## src/logic/cidt_defs.svh

```systemverilog
`ifndef CIDT_DEFS_SVH
`define CIDT_DEFS_SVH
// ==========================================================
// Register numbers
`define CIDT_R_PC 4'd0
`define CIDT_R_SP 4'd1
`define CIDT_R_SR 4'd2
`define CIDT_R_CG 4'd3
// ==========================================================
// Flag register bit positions
`define CIDT_F_C 0
`define CIDT_F_Z 1
`define CIDT_F_N 2
`define CIDT_F_GIE 3
`define CIDT_F_V 8
// ==========================================================
// Vectors
`define CIDT_VEC_RST 16'hfffe
`define CIDT_VEC_IRQ 16'hfffc
// ==========================================================
// Cycle counts
`define CIDT_CYC_RR 4'd1
`define CIDT_CYC_IR 4'd2
`define CIDT_CYC_XR 4'd3
`define CIDT_CYC_RX 4'd4
`define CIDT_CYC_IX 4'd5
`define CIDT_CYC_XX 4'd6
`define CIDT_CYC_PCDST 4'd1
`define CIDT_CYC_JUMP 4'd2
`define CIDT_CYC_INTERRUPT_RETURN 4'd5
`define CIDT_CYC_IRQ 4'd6
`define CIDT_CYC_RST 4'd4
`define CIDT_CYC_SH_R 4'd1
`define CIDT_CYC_SH_I 4'd3
`define CIDT_CYC_SH_A 4'd3
`define CIDT_CYC_SH_X 4'd4
`define CIDT_CYC_PU_R 4'd3
`define CIDT_CYC_PU_I 4'd4
`define CIDT_CYC_PU_A 4'd4
`define CIDT_CYC_PU_X 4'd5
`define CIDT_CYC_CA_R 4'd4
`define CIDT_CYC_CA_I 4'd4
`define CIDT_CYC_CA_A 4'd5
`define CIDT_CYC_CA_X 4'd5
// ==========================================================
// Register bus map
`define CIDT_REG_CTRL 8'h00
`define CIDT_REG_PC 8'h04
`define CIDT_REG_FLAGS 8'h08
`define CIDT_CTRL_RESET 1'b1
`endif

```

## src/logic/cidt_pkg.sv

```systemverilog
package cidt_pkg;
  typedef enum logic [3:0] {
    s_rst = 4'b0000, s_fetch = 4'b0001, s_sext = 4'b0010, s_srd = 4'b0011,
    s_dext = 4'b0100, s_drd = 4'b0101, s_wr = 4'b0110, s_push = 4'b0111,
    s_pop1 = 4'b1000, s_pop2 = 4'b1001, s_int1 = 4'b1010, s_int2 = 4'b1011,
    s_int3 = 4'b1100, s_wait = 4'b1101
  } cidt_state_t;
  typedef enum logic [3:0] {
    copy_op = 4'h4, sum_op = 4'h5, sum_with_carry = 4'h6, difference_with_carry = 4'h7,
    difference_op = 4'h8, compare_op = 4'h9, decimal_sum = 4'ha, mask_test_op = 4'hb,
    clear_bits_op = 4'hc, set_bits_op = 4'hd, exclusive_or = 4'he,
    bitwise_conjunction = 4'hf
  } cidt_op_t;
  typedef enum logic [2:0] {
    rotate_right_through_carry = 3'b000, byte_swap = 3'b001, shift_right_arith = 3'b010,
    sign_extend = 3'b011, stack_store = 3'b100, subroutine_jump = 3'b101,
    interrupt_return = 3'b110, op2_unused = 3'b111
  } cidt_op2_t;
endpackage

```

## src/logic/cidt_core.sv

```systemverilog
`timescale 1ns/100ps
`include "cidt_defs.svh"
// Functional notes
// - Autoincrement reads operand, then adds 1/2
// - Pointer increments only after operand fetch
// - Cycle counts use main clock periods
// - Double-operand cycle table by source/destination
// - Program counter register-mode destination costs one more
// - Double-operand length: extension words per mode
// - Single-operand cycle table per mode
// - Jumps: one word, two cycles always
// - Return 5, interrupt 6, resets 4
// - Double-operand instruction field layout
// - Byte select: 0 word, 1 byte
// - Double-operand arithmetic computations
// - Flag effects per double-operand operation
// - Compare and mask test skip writeback
// - Rotate and arithmetic shift behaviour
// - Stack store and subroutine jump push
// - Interrupt return pops flags then counter
// - Subroutine jump accepts all modes
// - Source and destination mode encodings
// - Registers 2 and 3 generate constants
// - Jump offset signed, doubled, no flags
// - Jump conditions on zero, carry, sign
module cidt_core (
  input wire logic aclk,
  input wire logic aresetn,
  input wire logic [7:0] s_axi_awaddr,
  input wire logic s_axi_awvalid,
  output logic s_axi_awready,
  input wire logic [31:0] s_axi_wdata,
  input wire logic [3:0] s_axi_wstrb,
  input wire logic s_axi_wvalid,
  output logic s_axi_wready,
  output logic [1:0] s_axi_bresp,
  output logic s_axi_bvalid,
  input wire logic s_axi_bready,
  input wire logic [7:0] s_axi_araddr,
  input wire logic s_axi_arvalid,
  output logic s_axi_arready,
  output logic [31:0] s_axi_rdata,
  output logic [1:0] s_axi_rresp,
  output logic s_axi_rvalid,
  input wire logic s_axi_rready,
  output logic [15:0] mem_addr,
  output logic mem_rd,
  output logic mem_wr,
  output logic [1:0] mem_be,
  output logic [15:0] mem_wdata,
  input wire logic [15:0] mem_rdata,
  input wire logic irq,
  output logic irq_ack,
  input wire logic watchdog_reset
);
  import cidt_pkg::*;

  // ==========================================================
  // Helper functions
  function automatic logic msb(input logic [15:0] x, input logic b);
    return b ? x[7] : x[15];
  endfunction

  // 0 register or constant, 1 indirect, 2 autoincrement/immediate, 3 indexed
  function automatic logic [1:0] mode_cls(input logic [15:0] w);
    logic [3:0] s;
    s = (w[15:14] != 2'b00) ? w[11:8] : w[3:0];
    if (s == `CIDT_R_CG || (s == `CIDT_R_SR && w[5]) || w[5:4] == 2'b00) return 2'd0;
    if (w[5:4] == 2'b01) return 2'd3;
    return (w[5:4] == 2'b10) ? 2'd1 : 2'd2;
  endfunction

  function automatic logic [3:0] cost_fn(input logic [15:0] w);
    logic [1:0] m;
    logic [3:0] c;
    m = mode_cls(w);
    c = `CIDT_CYC_RR;
    if (w[15:13] == 3'b001) c = `CIDT_CYC_JUMP;
    else if (w[15:14] != 2'b00) begin
      if (w[7]) c = (m == 2'd0) ? `CIDT_CYC_RX : (m == 2'd3) ? `CIDT_CYC_XX : `CIDT_CYC_IX;
      else begin
        c = (m == 2'd0) ? `CIDT_CYC_RR : (m == 2'd3) ? `CIDT_CYC_XR : `CIDT_CYC_IR;
        if (w[3:0] == `CIDT_R_PC) c = c + `CIDT_CYC_PCDST;
      end
    end else if (w[15:10] == 6'b000100) begin
      unique case (w[9:7])
        3'b100: c = (m == 2'd0) ? `CIDT_CYC_PU_R : (m == 2'd1) ? `CIDT_CYC_PU_I :
                    (m == 2'd2) ? `CIDT_CYC_PU_A : `CIDT_CYC_PU_X;
        3'b101: c = (m == 2'd0) ? `CIDT_CYC_CA_R : (m == 2'd1) ? `CIDT_CYC_CA_I :
                    (m == 2'd2) ? `CIDT_CYC_CA_A : `CIDT_CYC_CA_X;
        3'b110: c = `CIDT_CYC_INTERRUPT_RETURN;
        3'b111: c = `CIDT_CYC_RR;
        default: c = (m == 2'd0) ? `CIDT_CYC_SH_R : (m == 2'd1) ? `CIDT_CYC_SH_I :
                     (m == 2'd2) ? `CIDT_CYC_SH_A : `CIDT_CYC_SH_X;
      endcase
    end
    return c;
  endfunction

  function automatic logic [15:0] cg_val(input logic [3:0] r, input logic [1:0] m);
    if (r == `CIDT_R_SR) return m[0] ? 16'h0008 : 16'h0004;
    unique case (m)
      2'b00: return 16'h0000;
      2'b01: return 16'h0001;
      2'b10: return 16'h0002;
      2'b11: return 16'hffff;
    endcase
  endfunction

  function automatic logic [16:0] dec_add(input logic [15:0] a, input logic [15:0] b,
                                          input logic ci, input logic bw);
    logic [4:0] t;
    logic c;
    logic [15:0] r;
    c = ci;
    r = 16'h0000;
    t = 5'h00;
    for (int k = 0; k < 4; k++) begin
      if (!bw || k < 2) begin
        t = {1'b0, a[4*k +: 4]} + {1'b0, b[4*k +: 4]} + {4'h0, c};
        c = (t > 5'd9);
        if (c) t = t + 5'd6;
        r[4*k +: 4] = t[3:0];
      end
    end
    return {c, r};
  endfunction

  // ==========================================================
  // State and decode
  logic [15:0] rf [16];
  cidt_state_t state, next_state, done_state, after_src;
  logic [15:0] ir, sop, dop, sadr, dadr, iw, rv, src_v, dst_v, rdata_sz, pc_inc, joff;
  logic [15:0] sp_dec, sp_inc, step;
  logic [3:0] cost, cyc, cur_cost, sreg, dreg;
  logic [1:0] as, mcls;
  logic f1, f2, fj, bad, ad, bw, imm, single, is_call, jump_cond, cflag;
  logic run, irq_meta, irq_sync, take_irq, fetching, reg_exec, do_exec;
  cidt_op_t op1;
  cidt_op2_t op2;

  assign iw = (state == s_fetch) ? mem_rdata : ir;
  assign f1 = (iw[15:14] != 2'b00);
  assign f2 = (iw[15:10] == 6'b000100);
  assign fj = (iw[15:13] == 3'b001);
  assign op1 = cidt_op_t'(iw[15:12]);
  assign op2 = cidt_op2_t'(iw[9:7]);
  assign sreg = f1 ? iw[11:8] : iw[3:0];
  assign dreg = iw[3:0];
  assign ad = iw[7];
  assign bw = iw[6];
  assign as = iw[5:4];
  assign mcls = mode_cls(iw);
  assign imm = (sreg == `CIDT_R_PC) && (as == 2'b11);
  assign single = f2 && !iw[9];
  assign is_call = f2 && (op2 == subroutine_jump);
  assign bad = !(f1 || f2 || fj) || (f2 && op2 == op2_unused);
  assign cflag = rf[`CIDT_R_SR][`CIDT_F_C];
  assign take_irq = run && irq_sync && rf[`CIDT_R_SR][`CIDT_F_GIE];
  assign fetching = (state == s_fetch) && run && !take_irq;
  assign pc_inc = rf[`CIDT_R_PC] + 16'd2;
  assign sp_dec = rf[`CIDT_R_SP] - 16'd2;
  assign sp_inc = rf[`CIDT_R_SP] + 16'd2;
  assign step = bw ? 16'd1 : 16'd2;
  assign joff = {{5{iw[9]}}, iw[9:0], 1'b0};
  assign rv = (mcls == 2'd0 && sreg >= `CIDT_R_SR && as != 2'b00) || sreg == `CIDT_R_CG ?
              cg_val(sreg, as) : rf[sreg];
  assign rdata_sz = bw ? {8'h00, mem_addr[0] ? mem_rdata[15:8] : mem_rdata[7:0]} : mem_rdata;
  assign src_v = (state == s_sext || state == s_srd) ? rdata_sz :
                 (state == s_fetch) ? rv : sop;
  assign dst_v = (state == s_wr) ? dop : rf[dreg];
  assign cur_cost = (state == s_fetch) ? cost_fn(iw) : cost;
  assign done_state = (cyc >= cur_cost - 4'd1) ? s_fetch : s_wait;
  assign irq_ack = (state == s_int3);

  always_comb begin
    unique case (iw[12:10])
      3'b000: jump_cond = !rf[`CIDT_R_SR][`CIDT_F_Z];
      3'b001: jump_cond = rf[`CIDT_R_SR][`CIDT_F_Z];
      3'b010: jump_cond = !cflag;
      3'b011: jump_cond = cflag;
      3'b100: jump_cond = rf[`CIDT_R_SR][`CIDT_F_N];
      3'b101: jump_cond = !(rf[`CIDT_R_SR][`CIDT_F_N] ^ rf[`CIDT_R_SR][`CIDT_F_V]);
      3'b110: jump_cond = rf[`CIDT_R_SR][`CIDT_F_N] ^ rf[`CIDT_R_SR][`CIDT_F_V];
      3'b111: jump_cond = 1'b1;
    endcase
  end

  // ==========================================================
  // Sequencer
  always_comb begin
    if (f1) after_src = ad ? s_dext : done_state;
    else if (op2 == stack_store || is_call) after_src = s_push;
    else after_src = (mcls == 2'd0) ? done_state : s_wr;
  end

  always_comb begin
    next_state = state;
    unique case (state)
      s_fetch: begin
        if (take_irq) next_state = s_int1;
        else if (run) begin
          if (fj || bad) next_state = done_state;
          else if (f2 && op2 == interrupt_return) next_state = s_pop1;
          else if (mcls == 2'd0) next_state = after_src;
          else if (mcls == 2'd3 || imm) next_state = s_sext;
          else next_state = s_srd;
        end
      end
      s_sext: next_state = imm ? after_src : s_srd;
      s_srd: next_state = after_src;
      s_dext: next_state = s_drd;
      s_drd: next_state = s_wr;
      s_pop1: next_state = s_pop2;
      s_int1: next_state = s_int2;
      s_int2: next_state = s_int3;
      s_rst, s_wr, s_push, s_pop2, s_int3, s_wait: next_state = done_state;
    endcase
  end

  always_ff @(posedge aclk) begin
    if (!aresetn || watchdog_reset) begin
      state <= s_rst;
      cyc <= 4'd0;
      cost <= `CIDT_CYC_RST;
    end else begin
      state <= next_state;
      cyc <= (next_state == s_fetch) ? 4'd0 : cyc + 4'd1;
      if (state == s_fetch) cost <= take_irq ? `CIDT_CYC_IRQ : cost_fn(iw);
    end
  end

  always_ff @(posedge aclk) begin
    if (!aresetn) begin
      irq_meta <= 1'b0;
      irq_sync <= 1'b0;
    end else begin
      irq_meta <= irq;
      irq_sync <= irq_meta;
    end
  end

  // ==========================================================
  // Operation unit
  logic [15:0] msk, ua, ub, ax, res, res_sz;
  logic [16:0] sum, dsum;
  logic sub, cin, nf, zf, cf, vf, fl_upd, wr_en;

  assign msk = bw ? 16'h00ff : 16'hffff;
  assign ua = src_v & msk;
  assign ub = dst_v & msk;
  assign sub = (op1 == difference_op) || (op1 == difference_with_carry) || (op1 == compare_op);
  assign ax = sub ? (~ua & msk) : ua;
  assign cin = (op1 == difference_op || op1 == compare_op) ? 1'b1 :
               (op1 == sum_with_carry || op1 == difference_with_carry) ? cflag : 1'b0;
  assign sum = {1'b0, ub} + {1'b0, ax} + {16'h0000, cin};
  assign dsum = dec_add(ua, ub, cflag, bw);
  assign nf = msb(res, bw);
  assign zf = ((res & msk) == 16'h0000);
  assign res_sz = bw ? {8'h00, res[7:0]} : res;

  always_comb begin
    res = sum[15:0];
    cf = bw ? sum[8] : sum[16];
    vf = (msb(ax, bw) == msb(ub, bw)) && (msb(sum[15:0], bw) != msb(ax, bw));
    fl_upd = 1'b1;
    wr_en = 1'b1;
    if (f1) begin
      unique case (op1)
        copy_op: begin
          res = ua;
          fl_upd = 1'b0;
        end
        sum_op, sum_with_carry, difference_op, difference_with_carry: ;
        compare_op: wr_en = 1'b0;
        decimal_sum: begin
          res = dsum[15:0];
          cf = dsum[16];
        end
        bitwise_conjunction, mask_test_op: begin
          res = ua & ub;
          vf = 1'b0;
          cf = ((ua & ub) != 16'h0000);
          wr_en = (op1 == bitwise_conjunction);
        end
        clear_bits_op: begin
          res = ~ua & ub & msk;
          fl_upd = 1'b0;
        end
        set_bits_op: begin
          res = ua | ub;
          fl_upd = 1'b0;
        end
        exclusive_or: begin
          res = ua ^ ub;
          vf = msb(ua, bw) && msb(ub, bw);
          cf = ((ua ^ ub) != 16'h0000);
        end
        default: begin
          fl_upd = 1'b0;
          wr_en = 1'b0;
        end
      endcase
    end else begin
      unique case (op2)
        rotate_right_through_carry: begin
          res = bw ? {8'h00, cflag, ua[7:1]} : {cflag, ua[15:1]};
          cf = ua[0];
          vf = 1'b0;
        end
        shift_right_arith: begin
          res = bw ? {8'h00, ua[7], ua[7:1]} : {ua[15], ua[15:1]};
          cf = ua[0];
          vf = 1'b0;
        end
        byte_swap: begin
          res = {src_v[7:0], src_v[15:8]};
          fl_upd = 1'b0;
        end
        sign_extend: begin
          res = {{8{src_v[7]}}, src_v[7:0]};
          vf = 1'b0;
          cf = (src_v[7:0] != 8'h00);
        end
        default: begin
          fl_upd = 1'b0;
          wr_en = 1'b0;
        end
      endcase
    end
  end

  assign reg_exec = (fetching && mcls == 2'd0 && ((f1 && !ad) || single)) ||
                    (((state == s_sext && imm) || state == s_srd) && f1 && !ad);
  assign do_exec = reg_exec || (state == s_wr);

  // ==========================================================
  // Register file and operand latches
  always_ff @(posedge aclk) begin
    if (!aresetn) begin
      for (int k = 0; k < 16; k++) rf[k] <= 16'h0000;
      ir <= 16'h0000;
      sop <= 16'h0000;
      dop <= 16'h0000;
      sadr <= 16'h0000;
      dadr <= 16'h0000;
    end else if (watchdog_reset) begin
      rf[`CIDT_R_SR] <= 16'h0000;
    end else begin
      unique case (state)
        s_fetch: if (fetching) begin
          ir <= mem_rdata;
          sop <= rv;
          rf[`CIDT_R_PC] <= (fj && jump_cond) ? pc_inc + joff : pc_inc;
        end
        s_sext: begin
          rf[`CIDT_R_PC] <= pc_inc;
          sop <= src_v;
          sadr <= ((sreg == `CIDT_R_SR) ? 16'h0000 : rf[sreg]) + mem_rdata;
        end
        s_srd: begin
          sop <= src_v;
          if (as != 2'b01) sadr <= rf[sreg];
          if (as == 2'b11) rf[sreg] <= rf[sreg] + step;
        end
        s_dext: begin
          rf[`CIDT_R_PC] <= pc_inc;
          dadr <= ((dreg == `CIDT_R_SR) ? 16'h0000 : rf[dreg]) + mem_rdata;
        end
        s_drd: dop <= rdata_sz;
        s_push: begin
          rf[`CIDT_R_SP] <= sp_dec;
          if (is_call) rf[`CIDT_R_PC] <= sop;
        end
        s_pop1: begin
          rf[`CIDT_R_SR] <= mem_rdata;
          rf[`CIDT_R_SP] <= sp_inc;
        end
        s_pop2: begin
          rf[`CIDT_R_PC] <= mem_rdata;
          rf[`CIDT_R_SP] <= sp_inc;
        end
        s_int1: rf[`CIDT_R_SP] <= sp_dec;
        s_int2: begin
          rf[`CIDT_R_SP] <= sp_dec;
          rf[`CIDT_R_SR][`CIDT_F_GIE] <= 1'b0;
        end
        s_int3, s_rst: rf[`CIDT_R_PC] <= mem_rdata;
        s_wr, s_wait: ;
      endcase
      if (do_exec && fl_upd) begin
        rf[`CIDT_R_SR][`CIDT_F_C] <= cf;
        rf[`CIDT_R_SR][`CIDT_F_Z] <= zf;
        rf[`CIDT_R_SR][`CIDT_F_N] <= nf;
        rf[`CIDT_R_SR][`CIDT_F_V] <= vf;
      end
      if (reg_exec && wr_en) rf[dreg] <= res_sz;
    end
  end

  // ==========================================================
  // Memory bus
  always_comb begin
    mem_addr = rf[`CIDT_R_PC];
    mem_rd = 1'b0;
    mem_wr = 1'b0;
    mem_be = 2'b11;
    mem_wdata = bw ? {res[7:0], res[7:0]} : res;
    unique case (state)
      s_fetch: mem_rd = fetching;
      s_sext, s_dext: mem_rd = 1'b1;
      s_srd: begin
        mem_rd = 1'b1;
        mem_addr = (as == 2'b01) ? sadr : rf[sreg];
      end
      s_drd: begin
        mem_rd = 1'b1;
        mem_addr = dadr;
      end
      s_wr: begin
        mem_wr = wr_en;
        mem_addr = f1 ? dadr : sadr;
        if (bw) mem_be = mem_addr[0] ? 2'b10 : 2'b01;
      end
      s_push, s_int1, s_int2: begin
        mem_wr = 1'b1;
        mem_addr = sp_dec;
        if (state == s_int1 || is_call) mem_wdata = rf[`CIDT_R_PC];
        else if (state == s_int2) mem_wdata = rf[`CIDT_R_SR];
        else begin
          mem_wdata = bw ? {sop[7:0], sop[7:0]} : sop;
          if (bw) mem_be = 2'b01;
        end
      end
      s_pop1, s_pop2: begin
        mem_rd = 1'b1;
        mem_addr = rf[`CIDT_R_SP];
      end
      s_int3: begin
        mem_rd = 1'b1;
        mem_addr = `CIDT_VEC_IRQ;
      end
      s_rst: begin
        mem_rd = 1'b1;
        mem_addr = `CIDT_VEC_RST;
      end
      s_wait: ;
    endcase
  end

  // ==========================================================
  // Register bus slave
  logic aw_full, w_full;
  logic [7:0] aw_addr;
  logic [31:0] w_data;
  logic w_strb0;

  assign s_axi_awready = !aw_full && !s_axi_bvalid;
  assign s_axi_wready = !w_full && !s_axi_bvalid;
  assign s_axi_arready = !s_axi_rvalid;

  always_ff @(posedge aclk) begin
    if (!aresetn) begin
      aw_full <= 1'b0;
      w_full <= 1'b0;
      aw_addr <= 8'h00;
      w_data <= 32'h0000_0000;
      w_strb0 <= 1'b0;
      s_axi_bvalid <= 1'b0;
      s_axi_bresp <= 2'b00;
      run <= `CIDT_CTRL_RESET;
    end else begin
      if (s_axi_awvalid && s_axi_awready) begin
        aw_full <= 1'b1;
        aw_addr <= s_axi_awaddr;
      end
      if (s_axi_wvalid && s_axi_wready) begin
        w_full <= 1'b1;
        w_data <= s_axi_wdata;
        w_strb0 <= s_axi_wstrb[0];
      end
      if (aw_full && w_full) begin
        aw_full <= 1'b0;
        w_full <= 1'b0;
        s_axi_bvalid <= 1'b1;
        if (aw_addr == `CIDT_REG_CTRL && w_strb0) run <= w_data[0];
        s_axi_bresp <= (aw_addr == `CIDT_REG_CTRL || aw_addr == `CIDT_REG_PC ||
                        aw_addr == `CIDT_REG_FLAGS) ? 2'b00 : 2'b10;
      end else if (s_axi_bvalid && s_axi_bready) begin
        s_axi_bvalid <= 1'b0;
      end
    end
  end

  always_ff @(posedge aclk) begin
    if (!aresetn) begin
      s_axi_rvalid <= 1'b0;
      s_axi_rdata <= 32'h0000_0000;
      s_axi_rresp <= 2'b00;
    end else if (s_axi_arvalid && s_axi_arready) begin
      s_axi_rvalid <= 1'b1;
      s_axi_rresp <= 2'b00;
      unique case (s_axi_araddr)
        `CIDT_REG_CTRL: s_axi_rdata <= {31'h0000_0000, run};
        `CIDT_REG_PC: s_axi_rdata <= {16'h0000, rf[`CIDT_R_PC]};
        `CIDT_REG_FLAGS: s_axi_rdata <= {12'h000, state, rf[`CIDT_R_SR]};
        default: begin
          s_axi_rdata <= 32'h0000_0000;
          s_axi_rresp <= 2'b10;
        end
      endcase
    end else if (s_axi_rvalid && s_axi_rready) begin
      s_axi_rvalid <= 1'b0;
    end
  end
endmodule // cidt_core

```

## config.mk

```make
export PLATFORM = sky130hd
export DESIGN_NAME = cidt_core
export DESIGN_NICKNAME = d
export VERILOG_FILES = /design/src/logic/cidt_pkg.sv /design/src/logic/cidt_core.sv
export VERILOG_INCLUDE_DIRS = /design/src /design/src/logic
export SDC_FILE = /design/constraint.sdc
export NUM_CORES = 2
export LEC_CHECK = 0
export BUFFER_PORTS_ARGS = -buffer_cell sky130_fd_sc_hd__buf_4
export CORE_UTILIZATION = 30
export DETAILED_ROUTE_END_ITERATION = 7
export PLACE_DENSITY = 0.45
export SETUP_SLACK_MARGIN = 0.2
export SLEW_MARGIN = 25
export SYNTH_ARGS = -nofsm -noshare
export SYNTH_HDL_FRONTEND = slang
export SYNTH_SLANG_ARGS = --single-unit
```

## constraint.sdc

```tcl
create_clock -name aclk -period 27.6 [get_ports aclk]
set_input_delay 4.14 -clock aclk [delete_from_list [all_inputs] [get_ports aclk]]
set_output_delay 4.14 -clock aclk [all_outputs]
set_load 0.005 [all_outputs]
```

# Yosys cells after proc, flatten, opt, wreduce, memory -nomap -nowiden
# Memories as Yosys holds them, arrays and structs flattened.
# Index checks and enable logic that the tools add are counted.
# totals
ff_bits,145
ramBits,256
input_bits,77
word_cells,553
n_memories,1
# classes
addsub,25
n_lt_le_gt_ge,6
n_eq_ne,68
mux,232
bitwise_logic,91
n_reduce_logical,109
# memory_table
memory,depth,width,read_ports,rd_clocked_by_memory_dff,wr,line,text
rf,16,16,5,0,16,cidt_core.sv:131,logic [15:0] rf [16];
# ops
cell,count
2-to-1 mux 16 bit,41
one-hot mux 16 bit (4 select lines),2
bitwise AND 16 bit,7
one-hot mux 16 bit (7 select lines),1
2-to-1 mux 4 bit,27
2-to-1 mux 1 bit,107
one-hot mux 16 bit (6 select lines),1
"== test 4 bit, second input constant",18
one-hot mux 16 bit (2 select lines),2
one-hot mux 20 bit (3 select lines),1
adder 16 bit,3
2-to-1 mux 2 bit,23
2-to-1 mux 3 bit,14
one-hot mux 4 bit (9 select lines),1
"adder 16 x 2 -> 16 bit, second input constant",2
"== test 4 x 3 -> 1 bit, second input constant",8
logical AND 1 bit,32
nonzero test 16 bit,2
OR reduction 16 bit,2
bitwise AND 1 bit,30
"== test 3 bit, second input constant",8
one-hot mux 3 bit (4 select lines),2
logical OR 1 bit,22
inverter 1 bit,22
55 further kinds,153

# Depth between registers and ports, before layout
# depth
depth_word,37
ltp_mapped,56
mapped_depth_nobuf,49

# Worst setup path after synthesis
# Ideal clock, no wire load.
# synth_path
path_type,input to output
start,input mem_rdata[15]
end,output mem_wdata[15]
arrival_ns,14.405
required_time_ns,23.460
path_slack_ns,9.055
cell_stages,55
path_buffers,7
cell_sequence,buf_2 or2_2 buf_2 a211oi_4 or2_1 buf_4 buf_4 buf_4 buf_2 o21ai_0 a21oi_1 and2_1 inv_1 ha_1 nand2b_1 o32a_2 buf_2 nand2b_1 (+19 left out) nand2_1 a21oi_1 a21oi_1 fa_1 inv_1 fa_1 xnor2_1 ha_1 nor2b_1 a311oi_1 nor3_1 nor2_1 xnor2_1 a221oi_1 nor2_1 o211ai_1 o21a_1 a21oi_1
# synth_between
elab_chain_len,33
# synth_rtl
element,line,text
"start, declared",cidt_core.sv:51,"input wire logic [15:0] mem_rdata,"
2-to-1 mux 16 bit,cidt_core.sv:142,assign iw = (state == s_fetch) ? mem_rdata : ir;
nonzero test 2 bit,"cidt_core.sv:67, cidt_core.sv:143",
2-to-1 mux 4 bit,"cidt_core.sv:67, cidt_core.sv:148",
== test 4 x 2 -> 1 bit (no source line),n/a,
logical AND 1 bit,cidt_core.sv:68,if (s == `CIDT_R_CG || (s == `CIDT_R_SR && w[5]) || w[5:4] == 2'b00) return 2'd0;
logical OR 1 bit (2 in a row),cidt_core.sv:68,
2-to-1 mux 1 bit,cidt_core.sv:68,
2-to-1 mux 2 bit,cidt_core.sv:69,if (w[5:4] == 2'b01) return 2'd3;
(+16 left out),n/a,
adder 5 x 1 -> 5 bit,cidt_core.sv:120,"t = {1'b0, a[4*k +: 4]} + {1'b0, b[4*k +: 4]} + {4'h0, c};"
adder 4 x 3 -> 4 bit / > comparator 5 x 4 -> 1 bit (equally long branches),"cidt_core.sv:122, cidt_core.sv:121",
2-to-1 mux 4 bit,cidt_core.sv:122,if (c) t = t + 5'd6;
2-to-1 mux 4 bit,cidt_core.sv:119,if (!bw || k < 2) begin
one-hot mux 16 bit (6 select lines),cidt_core.sv:269,unique case (op1)
2-to-1 mux 16 bit,cidt_core.sv:268,if (f1) begin
2-to-1 mux 16 bit,cidt_core.sv:408,"mem_wdata = bw ? {res[7:0], res[7:0]} : res;"
2-to-1 mux 16 bit *,cidt_core.sv:409,unique case (state)
"end, declared",cidt_core.sv:50,"output logic [15:0] mem_wdata,"
# Mark *: on every way between the ends. The rest lies on a longest branch, timed or not.

# Worst setup path after layout
# layout_path
start,input mem_rdata[14]
end,output mem_wdata[15]
# The elaborated chain is that of the path after synthesis.

==> impl_metrics.ini <==
[cells_and_area]
drive_gt1_share_pct = 12.98
multiInputGateArea_mm2 = 0.02046
utilization_pct = 34.01
final_cell_area_mm2 = 0.03641
area_growth_pct = 12.32
seqCellArea_mm2 = 0.01029
n_fill_cell = 11259
final_nets = 4079

[route]
via_count = 34179
drtIter0Drc = 4893
routed_wl_mm = 173.4
drc_errors = 0
ant_nets = 0
wire_per_inst_um = 32.69
viasPerCell = 6.445
drt_first_pass_iters = 6

[clock_tree]
numCtsBuffers = 50
cts_resized = 0
cts_setup_buffers = 0
clk_latency_ns = 0.68
ctsHoldBuffers = 0
cts_root_buffer = clkbuf_16
clk_pin_slew_ns = 0.06
cts_htree_levels = 2
clk_path_buf_depth = 3
cts_tree = yes
cts_sinks = 386

[logic_synthesis]
yosys.area.top_type = edfxtp_1
synth_edf_count = 256
synth.top_cells.by_area = edfxtp_1, dfxtp_1, nand2_1
synthFlopType = edfxtp_1
async_flop_share_pct = 0
ys_types = 107
netlist_instances = 3902
yosysSeqAreaShare_pct = 31.74
synth_most_common_cell = nand2_1
syn_area_mm2 = 0.03242
synth_top_cell_area_share_pct = 23.71
syn_avg_cell_area_um2 = 8.308
ys_top_cells_by_count = nand2_1, o21ai_0, nor2_1
yosys_warnings = 0
synth-seq-cells = 386

[grt]
grt_pass1_wl_mm = 242.0
grt_pass1_vias = 31160
grt-ovfl-total = 0
grt_usage_pct = 30.87
grt_max_degree = 66
antenna_found_initial = 3

[critical_path]
worstSetupStartpointType = input port
slowest_delay_ns = 0.63
timing.reg2reg.setup_slack_ns = 13.19
worstPathRequired_ns = 23.46
critPathKind = in -> out
cp.arrival_ns = 17.35
worst_setup_path_end_kind = output port
critPathMaxFanout = 22
slowest_stage = or2_2

[die]
die_x_um = 330.7
ios = 155
initial_utilization_pct = 30.28
core_area_mm2 = 0.1071
rows = 120
die_h_um = 330.7
die_area_mm2 = 0.1094

[sta]
final_hold_viol_count = 0
max_freq_mhz = 46.54
fin_tns_setup_ns = 0
fin_crit_sh_pct = 77.85
slew_headroom_pct = 18.04
fin_skew_ns = 0.03593
setup_violations = 0
rsz0062_at_grt = false
min_period_ns = 21.49
worstMarginPinSlew_ns = 1.224
fin_hold_ws_ns = 0.4432
slew_viol_final = 0

[placement]
dpl-instance-area_mm2 = 0.03477
port_buffers = 106
dp.final_hpwl_mm = 123.4
place_congestion = 0.9813

[power_and_ir_drop]
p_leak_nw = 13.39
powerDensity_mw_per_mm2 = 72.85
vdd_drop_max_mv = 0.04763

[run]
maxCapViolCount = 0

[outcome]
outcome = complete, no violations

[min_path]
hp-class = reg -> reg
[metrics by stage]
stage	worst slack, ns	std cells	power [mW]
after global routing	5.426	5300	2.723
after floorplan	9.055	3915	1.408
after global placement	6.607	5208	1.939
final	6.112	5303	2.653
after CTS	6.406	5299	2.606
after detailed placement	6.459	5208	1.941
[worst max-delay path, delay by kind of cell]
kind,cells,cell delay (ns)
AOI/OAI and AO/OA,15,4.32
xor gates and xnor gates,5,1.01
adders and majority gates,9,3.10
buffers and inverters,9,1.44
and+or+nand+nor,11,3.27
[state kept, by name (all words and copies together), names as in the netlist, 4 cells and up]
name,cells
s_axi_rdata,20
dop,16
cyc,4
sop,16
rf,256
dadr,16
sadr,16
state,4
ir,16
aw_addr,8
[power breakdown]
| group | switching, mW | internal, mW |
|---|---|---|
| sequential | 0.0442 | 0.644 |
| combinational | 0.891 | 0.405 |
| clock | 0.302 | 0.366 |
[final timing paths]
kind | start | cells past startpoint | end
max | mem_rdata[14] | 49 | mem_wdata[15]
min | irq_meta$_SDFF_PN0_ | 1 | irq_sync$_SDFF_PN0_
min reg2reg | irq_meta$_SDFF_PN0_ | 1 | irq_sync$_SDFF_PN0_
max reg2reg | state[0]$_SDFF_PP0_ | 49 | rf[2][2]$_DFFE_PP_
[placed cells by master, fill, tap and decap left out, types with 19 or more instances in the layout]
master,instances
a21oi_1,251
nand2_1,447
nor2_1,258
inv_1,97
a22oi_1,29
o21ai_0,313
and2_1,51
dfxtp_1,129
o221ai_1,26
o211a_1,32
clkbuf_16,50
ha_1,130
o22ai_1,237
nand2b_1,21
a21o_1,33
o211ai_1,35
or3_1,27
nor2b_1,43
nor3_1,73
mux2i_1,47
edfxtp_1,256
a31oi_1,38
a221oi_1,36
xor2_1,39
and3_1,36
mux4_2,64
buf_4,252
nand4_1,28
a211oi_1,41
a21boi_0,47
xnor2_1,90
nand3_1,212
o21ai_1,23
o21a_1,22
o31ai_1,19
[layout make-up]
cell class	instances	share of cell area, %
Multi-Input combinational cell	3059	56.19
Sequential cell	386	28.26
Timing Repair Buffer	253	5.227
Tap cell	1403	4.821
Clock buffer	58	3.546
Inverter	108	1.124
Clock inverter	33	0.8110
Antenna cell	3	0.02062
[layer usage]
metal	wire length [µm]	vias to the layer above	GRT usage (%)	share of wire, %
li1	-	14536	-	-
met1	70350	16960	41.85	41
met2	73490	2250	45.83	42
met3	17850	433	5.168	10
met4	11680	0	18.42	6.7
met5	0	-	0	0
[logic make-up (layout without fill, tap and decap cells)]
logic type      Yosys count  count (layout)  synth area share (%)
xor+xnor                140             140                 3.864
compound gates         1327            1327                 26.71
mux                     127             127                 6.523
buf+inv                 470             452                 6.233
fa+ha+maj               144             144                 5.882
flops                   386             386                 31.74
other cells               1              17               0.01157
simple gates           1307            1307                 19.04
(Power assumes the default switching activity.)
